--- src/ssp_pkg.sv ---
package ssp_pkg;

    // ------------------------------------------------------------------
    // Register map, byte addresses on the Avalon-MM slave
    // ------------------------------------------------------------------
    localparam logic [3:0] SSP_OFF_STATUS  = 4'h0;  // serial_port_status
    localparam logic [3:0] SSP_OFF_CONTROL = 4'h4;  // serial_port_control_one
    localparam logic [3:0] SSP_OFF_DATA    = 4'h8;  // serial_data_buffer
    localparam logic [3:0] SSP_OFF_IFLAG   = 4'hC;  // port_interrupt_flag

    // ------------------------------------------------------------------
    // Field positions
    // ------------------------------------------------------------------
    localparam int unsigned SSP_ST_SMP   = 7;  // input_sample_phase
    localparam int unsigned SSP_ST_CKE   = 6;  // clock-edge select
    localparam int unsigned SSP_ST_STOP  = 4;  // stop-condition status
    localparam int unsigned SSP_ST_BF    = 0;  // buffer_full_flag
    localparam int unsigned SSP_CT_WRITE_COLLISION_FLAG  = 7;  // write_collision_flag
    localparam int unsigned SSP_CT_OVF   = 6;  // receive_overflow_flag
    localparam int unsigned SSP_CT_EN    = 5;  // port_enable_bit
    localparam int unsigned SSP_CT_CKP   = 4;  // clock_idle_polarity
    localparam int unsigned SSP_IF_FLAG  = 0;  // port_interrupt_flag

    // ------------------------------------------------------------------
    // Values after reset
    // ------------------------------------------------------------------
    localparam logic [7:0] SSP_STATUS_RST  = 8'h00;
    localparam logic [7:0] SSP_CONTROL_RST = 8'h00;
    localparam logic [7:0] SSP_DATA_RST    = 8'h00;

    // ------------------------------------------------------------------
    // port_mode_field codes
    // ------------------------------------------------------------------
    localparam logic [3:0] SSP_MODE_DIV4   = 4'h0;  // Master, osc/4
    localparam logic [3:0] SSP_MODE_DIV16  = 4'h1;  // Master, osc/16
    localparam logic [3:0] SSP_MODE_DIV64  = 4'h2;  // Master, osc/64
    localparam logic [3:0] SSP_MODE_TIMER  = 4'h3;  // Master, timer/2
    localparam logic [3:0] SSP_MODE_SL_SS  = 4'h4;  // Slave, select used
    localparam logic [3:0] SSP_MODE_SL_NSS = 4'h5;  // Slave, no select

    // ------------------------------------------------------------------
    // Counts: half a serial clock period in oscillator cycles, and bits per word
    // ------------------------------------------------------------------
    localparam logic [5:0] SSP_HALF_DIV4  = 6'h02;
    localparam logic [5:0] SSP_HALF_DIV16 = 6'h08;
    localparam logic [5:0] SSP_HALF_DIV64 = 6'h20;
    localparam logic [3:0] SSP_BITS       = 4'h8;   // Bits per word

    // ------------------------------------------------------------------
    // Pin carriers and master sequencer states
    // ------------------------------------------------------------------
    typedef struct packed {
        logic sck;             // serial_clock_pin level
        logic sdi;             // serial_data_in_pin level
        logic slave_select_n;  // slave_select_pin, active low
    } ssp_pin_in_s;

    typedef struct packed {
        logic sck;     // serial_clock_pin drive value
        logic sck_oe;  // High while the port drives the clock
        logic sdo;     // serial_data_out_pin drive value
        logic sdo_oe;  // High while the port drives data out
    } ssp_pin_out_s;

    typedef enum logic [2:0] {
        SSP_M_IDLE  = 3'b001,
        SSP_M_FIRST = 3'b010,
        SSP_M_SECND = 3'b100
    } ssp_mstate_e;

endpackage

--- src/ssp_spi_port.sv ---
// What this block does
// - Full-duplex 8-bit words, all four clock modes
// - Shift register moves most significant bit first
// - Full byte goes to buffer, sets interrupt flag
// - Data write loads buffer and shift register
// - Shift register reachable only through data buffer
// - Master samples mid or end by sample-phase
// - Edge select picks which clock edge shifts out
// - Polarity bit sets serial clock idle level
// - Buffer full sets on receive, clears on read
// - Status low six read-only, top two writable
// - Write during transfer ignored, sets collision flag
// - Slave overrun sets overflow, drops new byte
// - Overflow never set by hardware in master mode
// - Enable bit hands pins to the port
// - Stop status cleared while port disabled
// - Mode field picks master rate or slave
// - Master write starts transfer immediately
// - High select releases data out, clears count
// - Reset disables port and ends transfer
//
// Chosen here: the Avalon-MM register port and the register offsets.
module ssp_spi_port
    import ssp_pkg::*;
(
    input  wire logic         clk_i,
    input  wire logic         reset_i,
    input  wire logic [3:0]   avs_address_i,
    input  wire logic         avs_read_i,
    input  wire logic         avs_write_i,
    input  wire logic [31:0]  avs_writedata_i,
    input  wire logic [3:0]   avs_byteenable_i,
    output logic      [31:0]  avs_readdata_o,
    output logic              avs_waitrequest_o,
    input  wire logic         period_timer_tick_i,
    input  wire ssp_pin_in_s  pins_i,
    output ssp_pin_out_s      pins_o,
    output logic              port_interrupt_flag_o
);

    // ------------------------------------------------------------------
    // State
    // ------------------------------------------------------------------
    ssp_pin_in_s  pin_s;          // Pins after synchronisation
    ssp_mstate_e  mst_reg;        // Master sequencer
    logic [7:0]   shreg_reg;      // serial_shift_register
    logic [7:0]   rx_buf_reg;     // serial_data_buffer
    logic [3:0]   cnt_reg;        // Bits sampled so far
    logic         out_bit_reg;    // Bit presented on data out
    logic         sck_prev_reg;   // Last synchronised clock level
    logic         smp_reg;        // input_sample_phase
    logic         cke_reg;        // Clock-edge select
    logic         bf_reg;         // buffer_full_flag
    logic         write_collision_flag_reg;       // write_collision_flag
    logic         ovf_reg;        // receive_overflow_flag
    logic         en_reg;         // port_enable_bit
    logic         ckp_reg;        // clock_idle_polarity
    logic [3:0]   mode_reg;       // port_mode_field
    logic         iflag_reg;      // port_interrupt_flag
    logic         rd_ack_reg;     // Read answer cycle
    logic [7:0]   rdata_reg;      // Read data held for the answer

    // ------------------------------------------------------------------
    // Decoded controls
    // ------------------------------------------------------------------
    logic       wr_any, wr_data, wr_ctl, wr_st, wr_if, rd_data;
    logic       is_master, is_slave, ss_high, busy, half_tick;
    logic       sck_moved, s_lead, s_trail, s_sample, s_shift;
    logic       m_mid, m_end, m_sample, sample, s_done, m_done, done;
    logic       keep_byte;
    logic [7:0] sh_in, rx_byte, wbyte;

    // Pins from the other party are foreign to clk_i
    ssp_sync #(.W(3)) u_sync (
        .clk_i   (clk_i),
        .reset_i (reset_i),
        .async_i (pins_i),
        .sync_o  (pin_s)
    );

    // Bus decode: writes never wait, byte lane 0 carries the data
    assign wbyte   = avs_writedata_i[7:0];
    assign wr_any  = avs_write_i && avs_byteenable_i[0];
    assign wr_data = wr_any && (avs_address_i == SSP_OFF_DATA);
    assign wr_ctl  = wr_any && (avs_address_i == SSP_OFF_CONTROL);
    assign wr_st   = wr_any && (avs_address_i == SSP_OFF_STATUS);
    assign wr_if   = wr_any && (avs_address_i == SSP_OFF_IFLAG);
    assign rd_data = avs_read_i && rd_ack_reg
                     && (avs_address_i == SSP_OFF_DATA);

    // Mode decode; reserved codes leave the port enabled but inert
    assign is_master = en_reg && (mode_reg[3:2] == 2'h0);
    assign is_slave  = en_reg && ((mode_reg == SSP_MODE_SL_SS)
                       || (mode_reg == SSP_MODE_SL_NSS));
    assign ss_high   = en_reg && (mode_reg == SSP_MODE_SL_SS)
                       && pin_s.slave_select_n;
    assign busy      = (mst_reg != SSP_M_IDLE) || (cnt_reg != 4'h0);

    ssp_rate_gen u_rate (
        .clk_i        (clk_i),
        .reset_i      (reset_i),
        .run_i        (mst_reg != SSP_M_IDLE),
        .rate_i       (mode_reg[1:0]),
        .timer_tick_i (period_timer_tick_i),
        .half_tick_o  (half_tick)
    );

    // ------------------------------------------------------------------
    // Edge finding and sample points
    // ------------------------------------------------------------------
    // Leading edge leaves idle, trailing edge returns to idle
    assign sck_moved = is_slave && !ss_high && (pin_s.sck != sck_prev_reg);
    assign s_lead    = sck_moved && (pin_s.sck != ckp_reg);
    assign s_trail   = sck_moved && (pin_s.sck == ckp_reg);
    // Data shifts out on the edge picked by cke, samples on the other
    assign s_shift   = cke_reg ? s_trail : s_lead;
    assign s_sample  = cke_reg ? s_lead : s_trail;
    // Master sample sits mid-bit or at the end of the bit
    // At the fastest rate the input lag is half a bit, so the mid point
    // lands on the far side's change there: pick end sampling instead
    assign m_mid     = (mst_reg == SSP_M_FIRST) && half_tick;
    assign m_end     = (mst_reg == SSP_M_SECND) && half_tick;
    assign m_sample  = smp_reg ? m_end : m_mid;
    assign sample    = s_sample || m_sample;
    assign sh_in     = {shreg_reg[6:0], pin_s.sdi};
    assign s_done    = s_sample && (cnt_reg == SSP_BITS - 4'h1);
    assign m_done    = m_end && (smp_reg ? (cnt_reg == SSP_BITS - 4'h1)
                                         : (cnt_reg == SSP_BITS));
    assign done      = s_done || m_done;
    assign rx_byte   = sample ? sh_in : shreg_reg;
    // Slave overrun drops the byte; master always keeps it
    assign keep_byte = done && !(s_done && bf_reg);

    // Synchronised clock history for edge finding
    always_ff @(posedge clk_i or posedge reset_i)
    begin
        if (reset_i)
            sck_prev_reg <= 1'b0;
        else
            sck_prev_reg <= pin_s.sck;
    end

    // ------------------------------------------------------------------
    // Master sequencer: two halves per bit
    // ------------------------------------------------------------------
    always_ff @(posedge clk_i or posedge reset_i)
    begin
        if (reset_i)
            mst_reg <= SSP_M_IDLE;
        else if (!is_master)
            mst_reg <= SSP_M_IDLE;
        else
        begin
            unique case (mst_reg)
                SSP_M_IDLE:
                    if (wr_data && !busy)
                        mst_reg <= SSP_M_FIRST;
                SSP_M_FIRST:
                    if (half_tick)
                        mst_reg <= SSP_M_SECND;
                SSP_M_SECND:
                    if (m_done)
                        mst_reg <= SSP_M_IDLE;
                    else if (half_tick)
                        mst_reg <= SSP_M_FIRST;
                default:
                    mst_reg <= SSP_M_IDLE;
            endcase
        end
    end

    // ------------------------------------------------------------------
    // Shift path and bit count
    // ------------------------------------------------------------------
    // Only a data-buffer write reaches the shift register
    always_ff @(posedge clk_i or posedge reset_i)
    begin
        if (reset_i)
            shreg_reg <= SSP_DATA_RST;
        else if (wr_data && !busy)
            shreg_reg <= wbyte;
        else if (sample)
            shreg_reg <= sh_in;
    end

    // Data out changes at bit start, msb first
    always_ff @(posedge clk_i or posedge reset_i)
    begin
        if (reset_i)
            out_bit_reg <= 1'b0;
        else if (wr_data && !busy)
            out_bit_reg <= wbyte[7];
        else if (s_shift)
            out_bit_reg <= shreg_reg[7];
        else if (m_end)
            out_bit_reg <= smp_reg ? shreg_reg[6] : shreg_reg[7];
    end

    // Counter restarts on disable, raised select, or a full word
    always_ff @(posedge clk_i or posedge reset_i)
    begin
        if (reset_i)
            cnt_reg <= 4'h0;
        else if (!en_reg || ss_high)
            cnt_reg <= 4'h0;
        else if (done)
            cnt_reg <= 4'h0;
        else if (sample)
            cnt_reg <= cnt_reg + 4'h1;
    end

    // ------------------------------------------------------------------
    // Receive buffer and flags; a hardware set beats a clear
    // ------------------------------------------------------------------
    always_ff @(posedge clk_i or posedge reset_i)
    begin
        if (reset_i)
            rx_buf_reg <= SSP_DATA_RST;
        else if (keep_byte)
            rx_buf_reg <= rx_byte;
        else if (wr_data && !busy)
            rx_buf_reg <= wbyte;
    end

    // Buffer full: set by a kept byte, cleared by reading the buffer
    always_ff @(posedge clk_i or posedge reset_i)
    begin
        if (reset_i)
            bf_reg <= 1'b0;
        else if (keep_byte)
            bf_reg <= 1'b1;
        else if (rd_data)
            bf_reg <= 1'b0;
    end

    // Interrupt flag: any finished word; write one to clear
    always_ff @(posedge clk_i or posedge reset_i)
    begin
        if (reset_i)
            iflag_reg <= 1'b0;
        else if (done)
            iflag_reg <= 1'b1;
        else if (wr_if && wbyte[SSP_IF_FLAG])
            iflag_reg <= 1'b0;
    end

    // Control register; collision and overflow are set by hardware
    always_ff @(posedge clk_i or posedge reset_i)
    begin
        if (reset_i)
        begin
            write_collision_flag_reg <= SSP_CONTROL_RST[SSP_CT_WRITE_COLLISION_FLAG];
            ovf_reg  <= SSP_CONTROL_RST[SSP_CT_OVF];
            en_reg   <= SSP_CONTROL_RST[SSP_CT_EN];
            ckp_reg  <= SSP_CONTROL_RST[SSP_CT_CKP];
            mode_reg <= SSP_CONTROL_RST[3:0];
        end
        else
        begin
            if (wr_ctl)
            begin
                en_reg   <= wbyte[SSP_CT_EN];
                ckp_reg  <= wbyte[SSP_CT_CKP];
                mode_reg <= wbyte[3:0];
            end
            if (wr_data && busy)
                write_collision_flag_reg <= 1'b1;
            else if (wr_ctl)
                write_collision_flag_reg <= wbyte[SSP_CT_WRITE_COLLISION_FLAG];
            if (s_done && bf_reg)
                ovf_reg <= 1'b1;
            else if (wr_ctl)
                ovf_reg <= wbyte[SSP_CT_OVF];
        end
    end

    // Status: only the top two bits take writes
    always_ff @(posedge clk_i or posedge reset_i)
    begin
        if (reset_i)
        begin
            smp_reg <= SSP_STATUS_RST[SSP_ST_SMP];
            cke_reg <= SSP_STATUS_RST[SSP_ST_CKE];
        end
        else if (wr_st)
        begin
            smp_reg <= wbyte[SSP_ST_SMP];
            cke_reg <= wbyte[SSP_ST_CKE];
        end
    end

    // ------------------------------------------------------------------
    // Avalon-MM read: one wait cycle, then registered data
    // ------------------------------------------------------------------
    always_ff @(posedge clk_i or posedge reset_i)
    begin
        if (reset_i)
        begin
            rd_ack_reg <= 1'b0;
            rdata_reg  <= 8'h00;
        end
        else
        begin
            rd_ack_reg <= avs_read_i && !rd_ack_reg;
            unique case (avs_address_i)
                // Stop status stays clear: SPI never sets it
                SSP_OFF_STATUS:  rdata_reg <= {smp_reg, cke_reg, 5'h00,
                                               bf_reg};
                SSP_OFF_CONTROL: rdata_reg <= {write_collision_flag_reg, ovf_reg, en_reg,
                                               ckp_reg, mode_reg};
                SSP_OFF_DATA:    rdata_reg <= rx_buf_reg;
                SSP_OFF_IFLAG:   rdata_reg <= {7'h00, iflag_reg};
                default:         rdata_reg <= 8'h00;
            endcase
        end
    end

    assign avs_waitrequest_o     = avs_read_i && !rd_ack_reg;
    assign avs_readdata_o        = {24'h000000, rdata_reg};
    assign port_interrupt_flag_o = iflag_reg;

    // ------------------------------------------------------------------
    // Pins: clock follows state flops; released when disabled
    // ------------------------------------------------------------------
    assign pins_o.sck    = ckp_reg ^ ((mst_reg == SSP_M_FIRST) ? !cke_reg
                         : (mst_reg == SSP_M_SECND) && cke_reg);
    assign pins_o.sck_oe = is_master;
    assign pins_o.sdo    = out_bit_reg;
    assign pins_o.sdo_oe = is_master || (is_slave && !ss_high);
endmodule

--- src/ssp_sync.sv ---
// ----------------------------------------------------------------------
// Two flip-flop synchroniser, one stage pair per bit
// ----------------------------------------------------------------------
module ssp_sync
    import ssp_pkg::*;
#(
    parameter int unsigned W = 3
)(
    input  wire logic         clk_i,
    input  wire logic         reset_i,
    input  wire logic [W-1:0] async_i,
    output logic      [W-1:0] sync_o
);

    generate
        for (genvar i = 0; i < W; i++)
        begin : g_bit
            logic meta_reg;  // First stage, read only by the second

            // Metastability filter for one pin
            always_ff @(posedge clk_i or posedge reset_i)
            begin
                if (reset_i)
                begin
                    meta_reg  <= 1'b0;
                    sync_o[i] <= 1'b0;
                end
                else
                begin
                    meta_reg  <= async_i[i];
                    sync_o[i] <= meta_reg;
                end
            end
        end
    endgenerate

endmodule

--- src/ssp_rate_gen.sv ---
// ----------------------------------------------------------------------
// Master bit-rate divider: one-cycle pulse per serial half period
// ----------------------------------------------------------------------
module ssp_rate_gen
    import ssp_pkg::*;
(
    input  wire logic       clk_i,
    input  wire logic       reset_i,
    input  wire logic       run_i,         // Master transfer active
    input  wire logic [1:0] rate_i,        // Low bits of the mode
    input  wire logic       timer_tick_i,  // period_timer_output pulse
    output logic            half_tick_o
);

    logic [5:0] div_reg;  // Cycles spent in this half period
    logic [5:0] limit;    // Half period length for the chosen rate

    // Rate select; the timer source needs no counting of its own
    always_comb
    begin
        unique case (rate_i)
            2'h0:    limit = SSP_HALF_DIV4;
            2'h1:    limit = SSP_HALF_DIV16;
            default: limit = SSP_HALF_DIV64;
        endcase
    end

    // Restart on every idle spell so each byte opens with a full half
    always_ff @(posedge clk_i or posedge reset_i)
    begin
        if (reset_i)
            div_reg <= 6'h00;
        else if (!run_i || half_tick_o)
            div_reg <= 6'h00;
        else
            div_reg <= div_reg + 6'h01;
    end

    // Two timer pulses make one serial period
    assign half_tick_o = run_i && ((rate_i == SSP_MODE_TIMER[1:0])
                         ? timer_tick_i : (div_reg == limit - 6'h01));

endmodule

--- config.mk ---
export PLATFORM = sky130hd
export DESIGN_NAME = ssp_spi_port
export DESIGN_NICKNAME = d
export VERILOG_FILES = /design/src/ssp_pkg.sv /design/src/ssp_spi_port.sv /design/src/ssp_sync.sv /design/src/ssp_rate_gen.sv
export SDC_FILE = /design/constraint.sdc
export NUM_CORES = 1
export LEC_CHECK = 0
export BUFFER_PORTS_ARGS = -buffer_cell sky130_fd_sc_hd__buf_4
export CORE_MARGIN = 1
export CORE_UTILIZATION = 47
export DETAILED_ROUTE_END_ITERATION = 16
export GPL_TIMING_DRIVEN = 0
export PLACE_DENSITY = 0.75
export REMOVE_ABC_BUFFERS = 1
export SLEW_MARGIN = 20
export SYNTH_ARGS = -nofsm -noshare
export SYNTH_HDL_FRONTEND = slang
export SYNTH_HIERARCHICAL = 1
export SYNTH_SLANG_ARGS = --single-unit
--- constraint.sdc ---
create_clock -name clk_i -period 3.32 [get_ports clk_i]
set_clock_uncertainty 0.05 [all_clocks]
set_input_delay 0.664 -clock clk_i [delete_from_list [all_inputs] [get_ports clk_i]]
set_output_delay 0.664 -clock clk_i [all_outputs]
set_load 0.05 [all_outputs]
# Word-level counts from Yosys, hierarchy flattened
# Index checks and enable logic that the tools add are counted.
# classes
add_sub_neg	3
eq_ne	20
mux	34
bitwise_logic	1
n_reduce_logical	53
# op_table
operator	count
$mux W8	4
$pmux W8 S4	1
$logic_and A1 B1 Y1	27
$mux W1	18
$eq A4 B3 Y1 const B	4
$mux W3	5
$eq A4 B4 Y1 const B	3
$mux W4	3
$pmux W6 S2	1
$reduce_bool A2 Y1	5
$pmux W3 S3	1
$logic_not A1 Y1	7
$logic_or A1 B1 Y1	7
$add A6 B1 Y6 const B	1
$eq A6 B6 Y1	1
$mux W6	1
$ne A3 B3 Y1 const B	2
$reduce_bool A3 Y1	2
$sub A6 B1 Y6 const B	1
$add A4 B1 Y4 const B	1
$logic_not A2 Y1	2
$logic_not A4 Y1	1
$ne A4 B4 Y1 const B	1
$reduce_bool A4 Y1	1
other kinds (10)	11
# totals
register_bits	58
output_inout_bits	38

# Logic depth before layout (Yosys ltp)
# Gate-level depths: netlist of the first run.
# logic_depth
depth_word	13
ltp_mapped	12
ltp_nobuf	11

# Cells and area by module
# The synthesis of the first run kept the hierarchy.
# modules_own_cells
mod	instances	cells_each	area_per_inst_um2	seq_area_each_um2
ssp_spi_port	1	247	2522.4	1152.4
ssp_rate_gen	1	36	374.1	150.1
ssp_sync	1	7	153.9	150.1

# Worst setup path after synthesis of the first run
# Ideal clock, no wire load.
# synth_path
path_kind	reg-to-reg
startpoint	register mode_reg[1]
endpoint	register rx_buf_reg[0]
setup_time_ns	0.080
arrival_time_ns	3.084
slack_ns	0.106
stages_incl_launch_ff	12
path_buffers	0
period_less_slack_ns	3.214
path_cell_list	dfrtp_1 > or2_1 > ha_1 > xor2_1 > or3_1 > a221oi_4 > o21a_1 > nand2b_1 > nor2_1 > nand2_1 > mux2i_2 > mux2i_1
# synth_between
word_cells_on_any_way	33
cone_classes	add/sub (1); eq/ne (5); mux (6); reduce/logical (21)
# synth_rtl
item	line_no	rtl
start, declared	ssp_spi_port.sv:58	logic [3:0] mode_reg;
start signal, assigned	ssp_spi_port.sv:256	mode_reg <= SSP_CONTROL_RST[3:0];
start signal, assigned	ssp_spi_port.sv:264	mode_reg <= wbyte[3:0];
$eq A2 B1 Y1 or $logic_not A2 Y1 (tied branches)	ssp_rate_gen.sv:21	unique case (rate_i)
$pmux W6 S2	ssp_rate_gen.sv:21	
$sub A6 B1 Y6	ssp_rate_gen.sv:41	? timer_tick_i : (div_reg == limit - 6'h01));
$eq A6 B6 Y1	ssp_rate_gen.sv:41	
$mux W1 *	ssp_rate_gen.sv:41	
$logic_and A1 B1 Y1 *	ssp_rate_gen.sv:40	assign half_tick_o = run_i && ((rate_i == SSP_MODE_TIMER[1:0])
net half_tick	ssp_spi_port.sv:67	logic is_master, is_slave, ss_high, busy, half_tick;
$logic_and A1 B1 Y1 (on tied branches)	ssp_spi_port.sv:121, ssp_spi_port.sv:122	
$mux W1 or $logic_and A1 B1 Y1 (tied branches)	ssp_spi_port.sv:123, ssp_spi_port.sv:127	
$logic_or A1 B1 Y1 (on tied branches)	ssp_spi_port.sv:124, ssp_spi_port.sv:129	
$mux W8 or $logic_and A1 B1 Y1 (tied branches)	--	
$mux W8 or $reduce_bool A2 Y1 (tied branches)	--	
end signal, assigned	ssp_spi_port.sv:220	rx_buf_reg <= rx_byte;
end signal, assigned	ssp_spi_port.sv:222	rx_buf_reg <= wbyte;
end, declared	ssp_spi_port.sv:47	logic [7:0] rx_buf_reg;
# The timed path passes the listed nets; every way through them passes the cells marked *.
# A chain may end at the register's enable or synchronous reset.

# Worst setup path after layout of the first run
# layout_path
startpoint	register mode_reg[1]
endpoint	register rx_buf_reg[4]
# The elaborated chain is that of the path after synthesis.

==> results by group, run 1 <==
Worst setup path
  • Top fanout value on the critical path: 8
  • CP arrival: 3.36 ns
  • Critical path endpoint category: flip-flop
  • Startpoint type of the worst setup path: flip-flop
  • Required arrival time at the worst endpoint: 3.52 ns
  • Buffers & Inverters on Critical Path: 1
  • Slowest stage cell, crit path: sky130_fd_sc_hd__dfrtp_1
  • Maximum single-stage delay on the critical path: 0.47 ns
  • Critical Setup Path Class: flip-flop to flip-flop
  • Critical-path cell list: or2_1 -> ha_1 -> xor2_1 -> or3_1 -> a221oi_4 -> o21a_1 -> nand2b_1 -> nor2_4 -> nand2_2 -> mux2i_4 -> buf_4 -> mux2i_1
  • Reg2Reg Setup Slack: 0.16 ns
  • Family with the most delay on the worst path: simple AND/OR/NAND/NOR gates

Clock network
  • Maximum clock insertion buffer count: 2
  • Total CTS buffers: 9
  • Hold buffer count at cts: 0
  • Clk Latency, worst-skew pair: 0.33 ns
  • Level count of the clock H-tree: 3
  • Clk Tree Root Cell: sky130_fd_sc_hd__clkbuf_8
  • Clock sink count: 58
  • Clk slew on worst S/H paths: 0.07 ns
  • TritonCTS clock tree: yes

Placed design
  • Post-detailed-placement cell area: 3261 µm²
  • Count of buffers from port buffering: 34
  • Final RePlAce weighted congestion: 0.8254
  • Sum of net half-perimeters after detailed placement: 4599 µm
  • Post-placement worst setup slack: -0.5550 ns

Outcome
  • Run status: finished, final reports clean

Pwr
  • Clock group share of total power: 32.9%
  • Power spent charging and discharging nets: 619.9 µW
  • Combinational group share of total power: 22.2%
  • Post-route total power: 1.972 mW
  • Leakage power figure: 1.690 nW
  • Power per cell area: 560.9 nW/µm²
  • Internal cell power: 1.352 mW
  • Reg power frac: 45.0%
  • Switching power share of the total: 31.43%
  • Maximum vdd drop: 344.5 µV

Global routing
  • Wire length of the first global-routing pass: 9942 µm
  • Initial antenna violation count: 0
  • Total routing resource utilization after global routing: 20.15%
  • Number of global-route vias before repair: 2012
  • Overflow left after global routing: 0
  • Largest net degree at the start of global routing: 35

Finish
  • Finished Cell Area: 3516 µm²
  • Count of inserted antenna diode cells: 0
  • Layout-stage area growth over the synthesis result: 15.26%
  • Fraction of layout cells with a size suffix above 1: 22.82%
  • Total Nets Final: 380

Logic synthesis
  • Largest area contributor in the synthesized netlist: sky130_fd_sc_hd__dfrtp_1
  • Ys flop type: sky130_fd_sc_hd__dfrtp_1
  • Post-synthesis adder-cell area fraction: 1.641%
  • Cell count after synthesis: 290
  • Xor/xnor cell area share of the yosys netlist: 2.584%
  • Multiplexer share of the synthesized area: 14.03%
  • Complex-gate fraction of the synthesized area: 8.285%
  • Avg Cell Area, Syn: 10.52 µm²
  • Proportion of synthesized chip area in sequential cells: 47.62%
  • Number of flip-flops and latches in the synthesized netlist: 58
  • Number of library cell types mapped by synthesis: 46
  • Post-synthesis simple-gate area fraction: 16.45%
  • Combinational family with the most area after synthesis: simple AND/OR/NAND/NOR gates
  • Yosys top cell area share: 46.76%
  • Post-synthesis instance area: 3050 µm²
  • Biggest area contributors in the synthesized netlist: sky130_fd_sc_hd__dfrtp_1, sky130_fd_sc_hd__mux2i_1, sky130_fd_sc_hd__buf_4
  • Warnings from Yosys: 6
  • Post-synth EDFFs: 0
  • FFs w/ async S/R, synth: 100.0%

Die
  • Chip Height: 82.56 µm
  • Core area: 6096 µm²
  • Die extent in x: 82.56 µm
  • I/O Pins: 86
  • Initial standard-cell utilization of the core: 50.04%
  • Total Die Area: 6816 µm²
  • Std-Cell Rows: 28

Worst hold path
  • Hold crit path type: primary input to async pin

Route
  • Routed Antenna Nets: 0
  • Drt initial violations: 152
  • Number of vias in the routed layout: 2141
  • Wire length after detailed routing: 6227 µm
  • Average vias per placed instance: 5.248
  • Total iterations of the first detailed-routing run: 4
  • WL per Instance: 15.26 µm
  • # DRC: 0

STA
  • FMAX: 316.8 MHz
  • Max-slew headroom at the worst pin: 53.69%
  • Minimum setup slack in the final design: 0.1633 ns
  • Count of pins over their slew limit: 0
  • Worst-margin pin slew: 0.6946 ns
  • Post-route minimum period: 3.157 ns
  • Portion of the clock cycle consumed by the worst path in the final layout: 95.08%
  • Hold violation count in the final report: 0
  • RSZ-0062 raised after global routing: no
  • Final setup fails: 0

Flow run
  • Max-cap violations: 0
## path summary, 6_finish.rpt
path,start,cells past startpoint,end
max,mode_reg[1]$_DFFE_PP0P_,12,rx_buf_reg[4]$_DFFE_PP0P_
min,reset_i,2,u_rate/div_reg[1]$_DFF_PP0_
max reg2reg,mode_reg[1]$_DFFE_PP0P_,12,rx_buf_reg[4]$_DFFE_PP0P_
min reg2reg,u_sync/g_bit[0].meta_reg$_DFF_PP0_,0,u_sync/sync_o[0]$_DFF_PP0_
max in group asynchronous,reset_i,3,mst_reg[0]$_DFFE_PP1P_
min in group clk_i,u_sync/g_bit[0].meta_reg$_DFF_PP0_,0,u_sync/sync_o[0]$_DFF_PP0_
## synth_stat cells, drive strengths merged (4+ instances only)
cell type / count
clkbuf: 6
ha: 4
a21oi: 16
or3: 5
o21ai: 6
nand2b: 7
xor2: 6
buf: 29
mux2: 9
nand3: 9
a22oi: 5
dfrtp: 57
nor3: 8
nor2b: 7
nand2: 10
mux2i: 30
nand4: 4
nor2: 29
inv: 10
## kinds of logic after synthesis
kind of cell,count (synthesis)
AOI/OAI and AO/OA,38
adders and majority gates,4
and+or+nand+nor,95
DFF,58
other,1
muxes,40
buffers and inverters,45
xor gates and xnor gates,9
## per-stage QoR
| stage | util, % | cells | setup TNS, ns | hold WS (ns) |
|---|---|---|---|---|
| floorplan | - | 278 | 0 | 0.2812 |
| global placement | 53.16 | 387 | -3.919 | 0.2829 |
| detailed placement | 53.49 | 388 | -5.375 | 0.2855 |
| CTS | 57.35 | 407 | 0 | 0.2225 |
| global route | 57.68 | 408 | 0 | 0.2354 |
| finish | 57.68 | 408 | 0 | 0.2194 |
## layout by cell type (no fill, tap or decap), types with 2 or more instances in the layout
cell type,Yosys,final
sky130_fd_sc_hd__mux2_2,9,9
sky130_fd_sc_hd__ha_1,4,4
sky130_fd_sc_hd__nand3b_1,2,2
sky130_fd_sc_hd__or3b_2,1,2
sky130_fd_sc_hd__clkbuf_1,6,3
sky130_fd_sc_hd__nor3_1,8,8
sky130_fd_sc_hd__nand2b_1,7,7
sky130_fd_sc_hd__clkbuf_8,0,11
sky130_fd_sc_hd__nor2b_1,7,7
sky130_fd_sc_hd__a21oi_1,15,14
sky130_fd_sc_hd__xnor2_1,3,3
sky130_fd_sc_hd__nand4b_1,2,2
sky130_fd_sc_hd__nand4_1,4,4
sky130_fd_sc_hd__dfrtp_1,57,57
sky130_fd_sc_hd__nand3_1,9,9
sky130_fd_sc_hd__and3_1,3,3
sky130_fd_sc_hd__nor2_1,29,28
sky130_fd_sc_hd__nor3b_1,2,2
sky130_fd_sc_hd__nand2_1,10,9
sky130_fd_sc_hd__a22oi_1,5,5
sky130_fd_sc_hd__o21ai_0,6,6
sky130_fd_sc_hd__a21oi_2,1,2
sky130_fd_sc_hd__inv_1,10,9
sky130_fd_sc_hd__xor2_1,6,6
sky130_fd_sc_hd__buf_4,26,38
sky130_fd_sc_hd__mux2i_1,29,28
sky130_fd_sc_hd__or3_1,4,4
sky130_fd_sc_hd__a31oi_1,3,3
sky130_fd_sc_hd__conb_1,1,24
## power groups by stage
stage	Clock, mW	Sequential, mW	Combinational (mW)
6_report	0.648	0.887	0.437
5_1_grt	0.695	0.899	0.477
4_1_cts	0.658	0.884	0.438
3_5_place_dp	0	0.896	0.437
3_3_place_gp	0	0.889	0.422
2_1_floorplan	0	0.907	0.294
## per-layer routing
metal | GRT usage (%) | share of wire (%) | up-vias | wire length (µm)
li1 | - | - | 1037 | -
met1 | 27.79 | 47 | 1032 | 2930
met2 | 31.07 | 46 | 62 | 2873
met3 | 2.747 | 4.7 | 10 | 294
met4 | 10.17 | 2.1 | 0 | 129
met5 | 0 | 0 | - | 0
## area by class of cell
| class | count | area [µm²] |
|---|---|---|
| tap | 75 | 93.84 |
| timing repair buffer | 39 | 305.3 |
| fill | 522 | 2580 |
| clock inverter | 2 | 35.03 |
| multi-input combinational | 210 | 1429 |
| clock buffer | 14 | 162.7 |
| inverter | 10 | 37.54 |
| sequential | 58 | 1453 |
## timing repair
| item | in CTS | in global routing |
|---|---|---|
| resized for setup | 4 | 3 |
| pin swaps | 1 | 1 |
| setup endpoints to repair | 15 | 14 |
| setup buffers | 3 | 1 |
(Power assumes the default switching activity.)
==> run 2, diff against run 1 <==
CAP_MARGIN = 10   (was not set)
CORE_UTILIZATION = 45   (was 47)
PLACE_DENSITY = 0.72   (was 0.75)
==> run 2 against run 1 <==
Net effect:
- the run now ends with DRC left
- hold slack worse by 0.017 ns
- power is 4.3% higher
- sequential power hardly changed
- combinational power hardly changed
- final area is 1.4% higher
- wire length is 0.48% higher
- fmax is 1.9% higher
- via count is 1.2% higher
- worst setup slack better by 0.057 ns
- sequential cell count stayed put
- critical path type unchanged
==> results by group, run 2 (synthesis gave the netlist of run 1 again) <==
Placed design
  • Post-placement worst setup slack: -0.5381 ns (+0.01685 ns)
  • Final RePlAce weighted congestion: 0.7859 (-4.8%)
  • Post-detailed-placement cell area: 3271 µm² (+0.31%)
  • Count of buffers from port buffering: 34 (unchanged)
  • Sum of net half-perimeters after detailed placement: 4479 µm (-2.6%)

Worst setup path
  • RR Endpoint: rx_buf_reg[2]$_DFFE_PP0P_
  • Timing endpoint of the critical path: rx_buf_reg[2]$_DFFE_PP0P_
  • Buffers & Inverters on Critical Path: 1 (unchanged)
  • Maximum single-stage delay on the critical path: 0.47 ns (about the same)
  • Startpoint of the most critical setup path: mode_reg[1]$_DFFE_PP0P_
  • Top fanout value on the critical path: 8 (unchanged)
  • Required arrival time at the worst endpoint: 3.53 ns (about the same)
  • Critical-path cell list: or2_1 -> ha_1 -> xor2_1 -> or3_1 -> a221oi_4 -> o21a_1 -> nand2b_1 -> nor2_4 -> nand2_2 -> mux2i_4 -> buf_12 -> mux2i_1
  • Reg2Reg Setup Slack: 0.22 ns (+0.06 ns)
  • Slowest stage cell, crit path: sky130_fd_sc_hd__dfrtp_2
  • Critical path endpoint category: flip-flop
  • Register-to-Register Path Depth: 12 (unchanged)
  • RR Startpoint: mode_reg[1]$_DFFE_PP0P_
  • Startpoint type of the worst setup path: flip-flop
  • Levels on crit path: 12 (unchanged)
  • Family with the most delay on the worst path: simple AND/OR/NAND/NOR gates
  • Critical Setup Path Class: flip-flop to flip-flop
  • CP arrival: 3.31 ns (-0.05 ns)

STA
  • Count of pins over their slew limit: 0 (unchanged)
  • Final setup fails: 0 (unchanged)
  • Minimum setup slack in the final design: 0.2208 ns (+0.05749 ns)
  • Post-route minimum period: 3.099 ns (-0.05749 ns)
  • RSZ-0062 raised after global routing: no
  • FMAX: 322.7 MHz (+1.9%)
  • Max-slew headroom at the worst pin: 52.19% (-1.5 points)
  • Hold violation count in the final report: 0 (unchanged)
  • Portion of the clock cycle consumed by the worst path in the final layout: 93.35% (-1.7 points)
  • Worst-margin pin slew: 0.7172 ns (+0.02256 ns)
  • Setup tns final: 0 ns (unchanged)

Route
  • # DRC: 3 (+3)
  • Average vias per placed instance: 5.285 (+0.72%)
  • Total iterations of the first detailed-routing run: 13 (+9)
  • WL per Instance: 15.26 µm (about the same)
  • Drt initial violations: 109 (-28%)
  • Routed Antenna Nets: 0 (unchanged)
  • Number of vias in the routed layout: 2167 (+1.2%)
  • Wire length after detailed routing: 6257 µm (+0.48%)

Global routing
  • Overflow left after global routing: 0 (unchanged)
  • Largest net degree at the start of global routing: 29 (-17%)
  • Initial antenna violation count: 0 (unchanged)
  • Total routing resource utilization after global routing: 19.40% (-0.75 points)
  • Number of global-route vias before repair: 2176 (+8.2%)
  • Wire length of the first global-routing pass: 10520 µm (+5.8%)

Die
  • Core area: 6459 µm² (+6.0%)
  • Die extent in x: 84.34 µm (+2.1%)
  • Initial standard-cell utilization of the core: 47.23% (-2.8 points)
  • I/O Pins: 86 (unchanged)
  • Std-Cell Rows: 29 (+3.6%)
  • Chip Height: 84.34 µm (+2.1%)
  • Total Die Area: 7112 µm² (+4.3%)

Pwr
  • Combinational group share of total power: 21.2% (-1.0 points)
  • Power spent charging and discharging nets: 665.6 µW (+7.4%)
  • Clock group share of total power: 35.8% (+2.9 points)
  • Reg power frac: 43.0% (-2.0 points)
  • Power per cell area: 577.0 nW/µm² (+2.9%)
  • Leakage power figure: 1.698 nW (+0.46%)
  • Switching power share of the total: 32.37% (+0.94 points)
  • Internal cell power: 1.390 mW (+2.8%)
  • Maximum vdd drop: 491.7 µV (+43%)

Finish
  • Fraction of layout cells with a size suffix above 1: 23.72% (+0.90 points)
  • Storage cell area: 1454 µm² (about the same)
  • Highest-count cells in the layout ignoring fill and taps: sky130_fd_sc_hd__dfrtp_1, sky130_fd_sc_hd__buf_4, sky130_fd_sc_hd__mux2i_1
  • Multi-input logic area: 1425 µm² (-0.26%)
  • Total Nets Final: 380 (unchanged)
  • Final Util: 55.17% (-2.5 points)
  • Finished Cell Area: 3563 µm² (+1.4%)
  • Count of fill cells added during filler insertion: 550 (+5.4%)
  • Commonest non-fill, non-tap cell in the layout: sky130_fd_sc_hd__dfrtp_1
  • Count of inserted antenna diode cells: 0 (unchanged)
  • Layout-stage area growth over the synthesis result: 16.82%

Flow run
  • Max-cap violations: 0 (unchanged)

Clock network
  • Clk Tree Root Cell: sky130_fd_sc_hd__clkbuf_8
  • Clk slew on worst S/H paths: 0.07 ns (about the same)
  • Total CTS buffers: 9 (unchanged)
  • Maximum clock insertion buffer count: 2 (unchanged)
  • Clk Latency, worst-skew pair: 0.34 ns (about the same)
  • Clock sink count: 58 (unchanged)
  • TritonCTS clock tree: yes
  • Level count of the clock H-tree: 3 (unchanged)

Outcome
  • Violations in the final reports: DRC
  • Run status: complete, but fails checks

Worst hold path
  • Hold crit path type: primary input to async pin
-- run 2: cell types whose count changed in the layout (fill, tap and decap cells not counted), moves of 2 or more --
cell,change
sky130_fd_sc_hd__clkbuf_1,-3
sky130_fd_sc_hd__clkinvlp_4,+2
sky130_fd_sc_hd__clkinv_4,+2
sky130_fd_sc_hd__clkbuf_8,-2
-- run 2: worst register-to-register path, cell delays in order (launching register included) --
cell and delay, ns:
sky130_fd_sc_hd__dfrtp_2 0.47, sky130_fd_sc_hd__or2_1 0.28, sky130_fd_sc_hd__ha_1 0.21, sky130_fd_sc_hd__xor2_1 0.14, sky130_fd_sc_hd__or3_1 0.35, sky130_fd_sc_hd__a221oi_4 0.30
sky130_fd_sc_hd__o21a_1 0.18, sky130_fd_sc_hd__nand2b_1 0.15, sky130_fd_sc_hd__nor2_4 0.19, sky130_fd_sc_hd__nand2_2 0.12, sky130_fd_sc_hd__mux2i_4 0.21, sky130_fd_sc_hd__buf_12 0.17
sky130_fd_sc_hd__mux2i_1 0.20
-- run 2: cell type report --
class	count	area share [%]
clock inverter	7	2.844
timing repair buffer	39	9.129
multi-input combinational	210	39.99
inverter	10	1.053
tap	77	2.704
sequential	58	40.80
clock buffer	9	3.476
-- run 2: repair_timing --
action / 4_1_cts / 5_1_grt
pin swaps: 1 / 1
hold buffers: 0 / 0
endpoints found under the setup margin: 15 / 15
resized for setup: 3 / 4
setup buffers: 3 / 1
-- run 2: how the worst min path moves through the flow --
stage / end / slack, ns / start / depth (start not counted)
floorplan: u_sync/sync_o[0]$_DFF_PP0_ / 0.28 / u_sync/g_bit[0].meta_reg$_DFF_PP0_ / 0
global placement: u_sync/sync_o[0]$_DFF_PP0_ / 0.28 / u_sync/g_bit[0].meta_reg$_DFF_PP0_ / 0
detailed placement: u_sync/sync_o[0]$_DFF_PP0_ / 0.29 / u_sync/g_bit[0].meta_reg$_DFF_PP0_ / 0
CTS: u_sync/g_bit[1].meta_reg$_DFF_PP0_ / 0.19 / reset_i / 2
global route: u_rate/div_reg[0]$_DFF_PP0_ / 0.21 / reset_i / 2
finish: u_sync/g_bit[2].meta_reg$_DFF_PP0_ / 0.20 / reset_i / 2
-- run 2: through the flow --
step	hold slack [ns]	total power, mW	cells
floorplan	0.2812	1.202	278
global placement	0.2824	1.313	389
detailed placement	0.2856	1.331	390
CTS	0.1932	2.072	409
global route	0.2146	2.146	410
finish	0.2022	2.056	410
-- run 2: power groups by stage --
stage               Clock, mW  Combinational, mW  Sequential [mW]
floorplan                   0              0.294            0.907
global placement            0              0.422            0.891
detailed placement          0              0.437            0.894
CTS                     0.751              0.438            0.882
global route            0.780              0.471            0.896
finish                  0.735              0.436            0.885
-- run 2: per-layer routing --
metal,global-route usage (%),wire [µm]
met1,25.58,2856
met2,30.92,2967
met3,5.900,333
met4,6.163,101
met5,0,0
==> run 3, diff against run 2 <==
RECOVER_POWER = 50   (was not set)
==> run 3 against run 2 <==
Net effect:
- the flow still finishes with violations (DRC)
- sequential share of layout area increased by 0.32 points
- final area decreased by 0.77%
- first-iteration DRC count decreased by 3.7%
- power decreased by 0.27%
- register-to-register slack about the same
- worst setup slack improved by 0.0018 ns
- clock power about the same
- cell count unchanged
- combinational power decreased by 1%
- non-clock buffer count unchanged
- critical path type unchanged
- largest power group unchanged
==> results by group, run 3 (synthesis gave the netlist of run 1 again) <==
Worst setup path
  • Slowest stage cell, crit path: sky130_fd_sc_hd__dfrtp_2
  • Maximum single-stage delay on the critical path: 0.47 ns (about the same)
  • Top fanout value on the critical path: 8 (unchanged)
  • Critical Setup Path Class: flip-flop to flip-flop
  • CP arrival: 3.31 ns (about the same)
  • Startpoint type of the worst setup path: flip-flop
  • Required arrival time at the worst endpoint: 3.53 ns (about the same)
  • Critical-path cell list: or2_1 -> ha_1 -> xor2_1 -> or3_1 -> a221oi_4 -> o21a_1 -> nand2b_1 -> nor2_4 -> nand2_2 -> mux2i_4 -> buf_12 -> mux2i_1
  • Register-to-Register Path Depth: 12 (unchanged)
  • Critical path endpoint category: flip-flop

Route
  • Total iterations of the first detailed-routing run: 12 (-1)
  • Average vias per placed instance: 5.295 (+0.18%)
  • Wire length after detailed routing: 6254 µm (about the same)
  • Number of vias in the routed layout: 2171 (+0.18%)
  • Drt initial violations: 105 (-3.7%)
  • Routed Antenna Nets: 0 (unchanged)
  • # DRC: 3 (unchanged)
  • WL per Instance: 15.25 µm (about the same)

Clock network
  • Total CTS buffers: 9 (unchanged)
  • Clk Latency, worst-skew pair: 0.34 ns (about the same)
  • Maximum clock insertion buffer count: 2 (unchanged)
  • Hold buffer count at cts: 0 (unchanged)
  • Clock sink count: 58 (unchanged)
  • TritonCTS clock tree: yes
  • Level count of the clock H-tree: 3 (unchanged)
  • Clk Tree Root Cell: sky130_fd_sc_hd__clkbuf_8
  • Clk slew on worst S/H paths: 0.07 ns (about the same)

Finish
  • Highest-count cells in the layout ignoring fill and taps: sky130_fd_sc_hd__dfrtp_1, sky130_fd_sc_hd__buf_4, sky130_fd_sc_hd__mux2i_1
  • Count of fill cells added during filler insertion: 556 (+1.1%)
  • Layout-stage area growth over the synthesis result: 15.91%
  • Total Nets Final: 380 (unchanged)
  • Non-filler instance count after layout: 410 (unchanged)
  • Commonest non-fill, non-tap cell in the layout: sky130_fd_sc_hd__dfrtp_1
  • Fraction of layout cells with a size suffix above 1: 22.82% (-0.90 points)
  • Count of inserted antenna diode cells: 0 (unchanged)

STA
  • Max-slew headroom at the worst pin: 14.54% (-38 points)
  • Final setup fails: 0 (unchanged)
  • Post-route minimum period: 3.097 ns (-0.001836 ns)
  • Portion of the clock cycle consumed by the worst path in the final layout: 93.29% (about the same)
  • Minimum setup slack in the final design: 0.2227 ns (+0.001836 ns)
  • Hold violation count in the final report: 0 (unchanged)
  • Count of pins over their slew limit: 0 (unchanged)
  • FMAX: 322.9 MHz (about the same)
  • Worst-margin pin slew: 1.282 ns (+0.5647 ns)
  • RSZ-0062 raised after global routing: no

Pwr
  • Clock group share of total power: 35.8% (about the same)
  • Combinational group share of total power: 21.0% (-0.2 points)
  • Reg power frac: 43.1% (about the same)
  • Power spent charging and discharging nets: 663.9 µW (-0.27%)
  • Maximum vdd drop: 492.4 µV (+0.15%)
  • Leakage power figure: 1.683 nW (-0.86%)
  • Post-route total power: 2.050 mW (-0.27%)
  • Internal cell power: 1.387 mW (-0.28%)
  • Power per cell area: 579.9 nW/µm² (+0.50%)
  • Switching power share of the total: 32.38% (about the same)

Global routing
  • Initial antenna violation count: 0 (unchanged)
  • Largest net degree at the start of global routing: 29 (unchanged)
  • Overflow left after global routing: 0 (unchanged)
  • Number of global-route vias before repair: 2176 (unchanged)
  • Wire length of the first global-routing pass: 10520 µm (unchanged)
  • Total routing resource utilization after global routing: 19.40% (unchanged)

Worst hold path
  • Hold crit path type: primary input to async pin

Placed design
  • Placed Instances: 390 (unchanged)
  • Sum of net half-perimeters after detailed placement: 4479 µm (unchanged)
  • Final RePlAce weighted congestion: 0.7859 (unchanged)
  • Post-placement worst setup slack: -0.5381 ns (unchanged)
  • Count of buffers from port buffering: 34 (unchanged)

Die
  • Total Die Area: 7112 µm² (unchanged)
  • Core area: 6459 µm² (unchanged)
  • I/O Pins: 86 (unchanged)
  • Die extent in x: 84.34 µm (unchanged)
  • Initial standard-cell utilization of the core: 47.23% (unchanged)
  • Chip Height: 84.34 µm (unchanged)
  • Std-Cell Rows: 29 (unchanged)

Outcome
  • Violations in the final reports: DRC
  • Run status: complete, but fails checks

Flow run
  • Max-cap violations: 0 (unchanged)
run 3: layout make-up:
class                      instances  area [µm²]  area share, %
inverter                          10       37.54          1.062
tap                               77       96.34          2.725
sequential                        58        1454          41.12
clock inverter                     7       101.3          2.866
timing repair buffer              39       297.8          8.422
multi-input combinational        210        1425          40.30
clock buffer                       9       123.9          3.503
run 3: routing by layer:
metal  track usage (%)  up-vias  wire length [µm]
met5                 0        -                 0
met4             6.163        0                99
met3             5.900       11               290
met2             30.92       67              3004
met1             25.58     1053              2859
li1                  -     1040                 -
run 3: power by group through the flow:
stage | combinational (mW) | sequential [mW] | clock, mW
2_1_floorplan | 0.294 | 0.907 | 0
3_3_place_gp | 0.422 | 0.891 | 0
3_5_place_dp | 0.437 | 0.894 | 0
4_1_cts | 0.438 | 0.882 | 0.751
5_1_grt | 0.466 | 0.896 | 0.780
6_report | 0.431 | 0.884 | 0.735
run 3: per-stage QoR:
step	TNS, ns	instance area (µm²)	utilization (%)	hold WS [ns]
4_1_cts	0	3543	54.86	0.1932
5_1_grt	0	3536	54.75	0.2071
3_5_place_dp	-4.887	3271	50.64	0.2856
2_1_floorplan	0	2892	-	0.2812
3_3_place_gp	-4.123	3243	50.21	0.2824
6_report	0	3536	54.75	0.1857
run 3: worst max-delay path: cells and delay by family, from the launching register on:
family | cells | cell delay [ns]
flops | 1 | 0.47
simple gates | 5 | 1.09
mux | 2 | 0.41
buf+inv | 1 | 0.16
compound gates | 2 | 0.48
fa+ha+maj | 1 | 0.21
xor+xnor | 1 | 0.14
run 3: timing repair:
action / CTS / global route
endpoints found under the setup margin: 15 / 15
gates cloned: 0 / 0
pin swaps: 1 / 1
resized for setup: 3 / 4
setup buffers: 3 / 1
run 3: worst paths after layout:
kind | to | startpoint | slack [ns]
min in group clk_i | u_sync/sync_o[0]$_DFF_PP0_ | u_sync/g_bit[0].meta_reg$_DFF_PP0_ | 0.30
hold / removal | u_sync/g_bit[1].meta_reg$_DFF_PP0_ | reset_i | 0.19
hold reg to reg | u_sync/sync_o[0]$_DFF_PP0_ | u_sync/g_bit[0].meta_reg$_DFF_PP0_ | 0.30
max in group asynchronous | mode_reg[1]$_DFFE_PP0P_ | reset_i | 1.00
setup / recovery | rx_buf_reg[2]$_DFFE_PP0P_ | mode_reg[1]$_DFFE_PP0P_ | 0.22
setup reg to reg | rx_buf_reg[2]$_DFFE_PP0P_ | mode_reg[1]$_DFFE_PP0P_ | 0.22
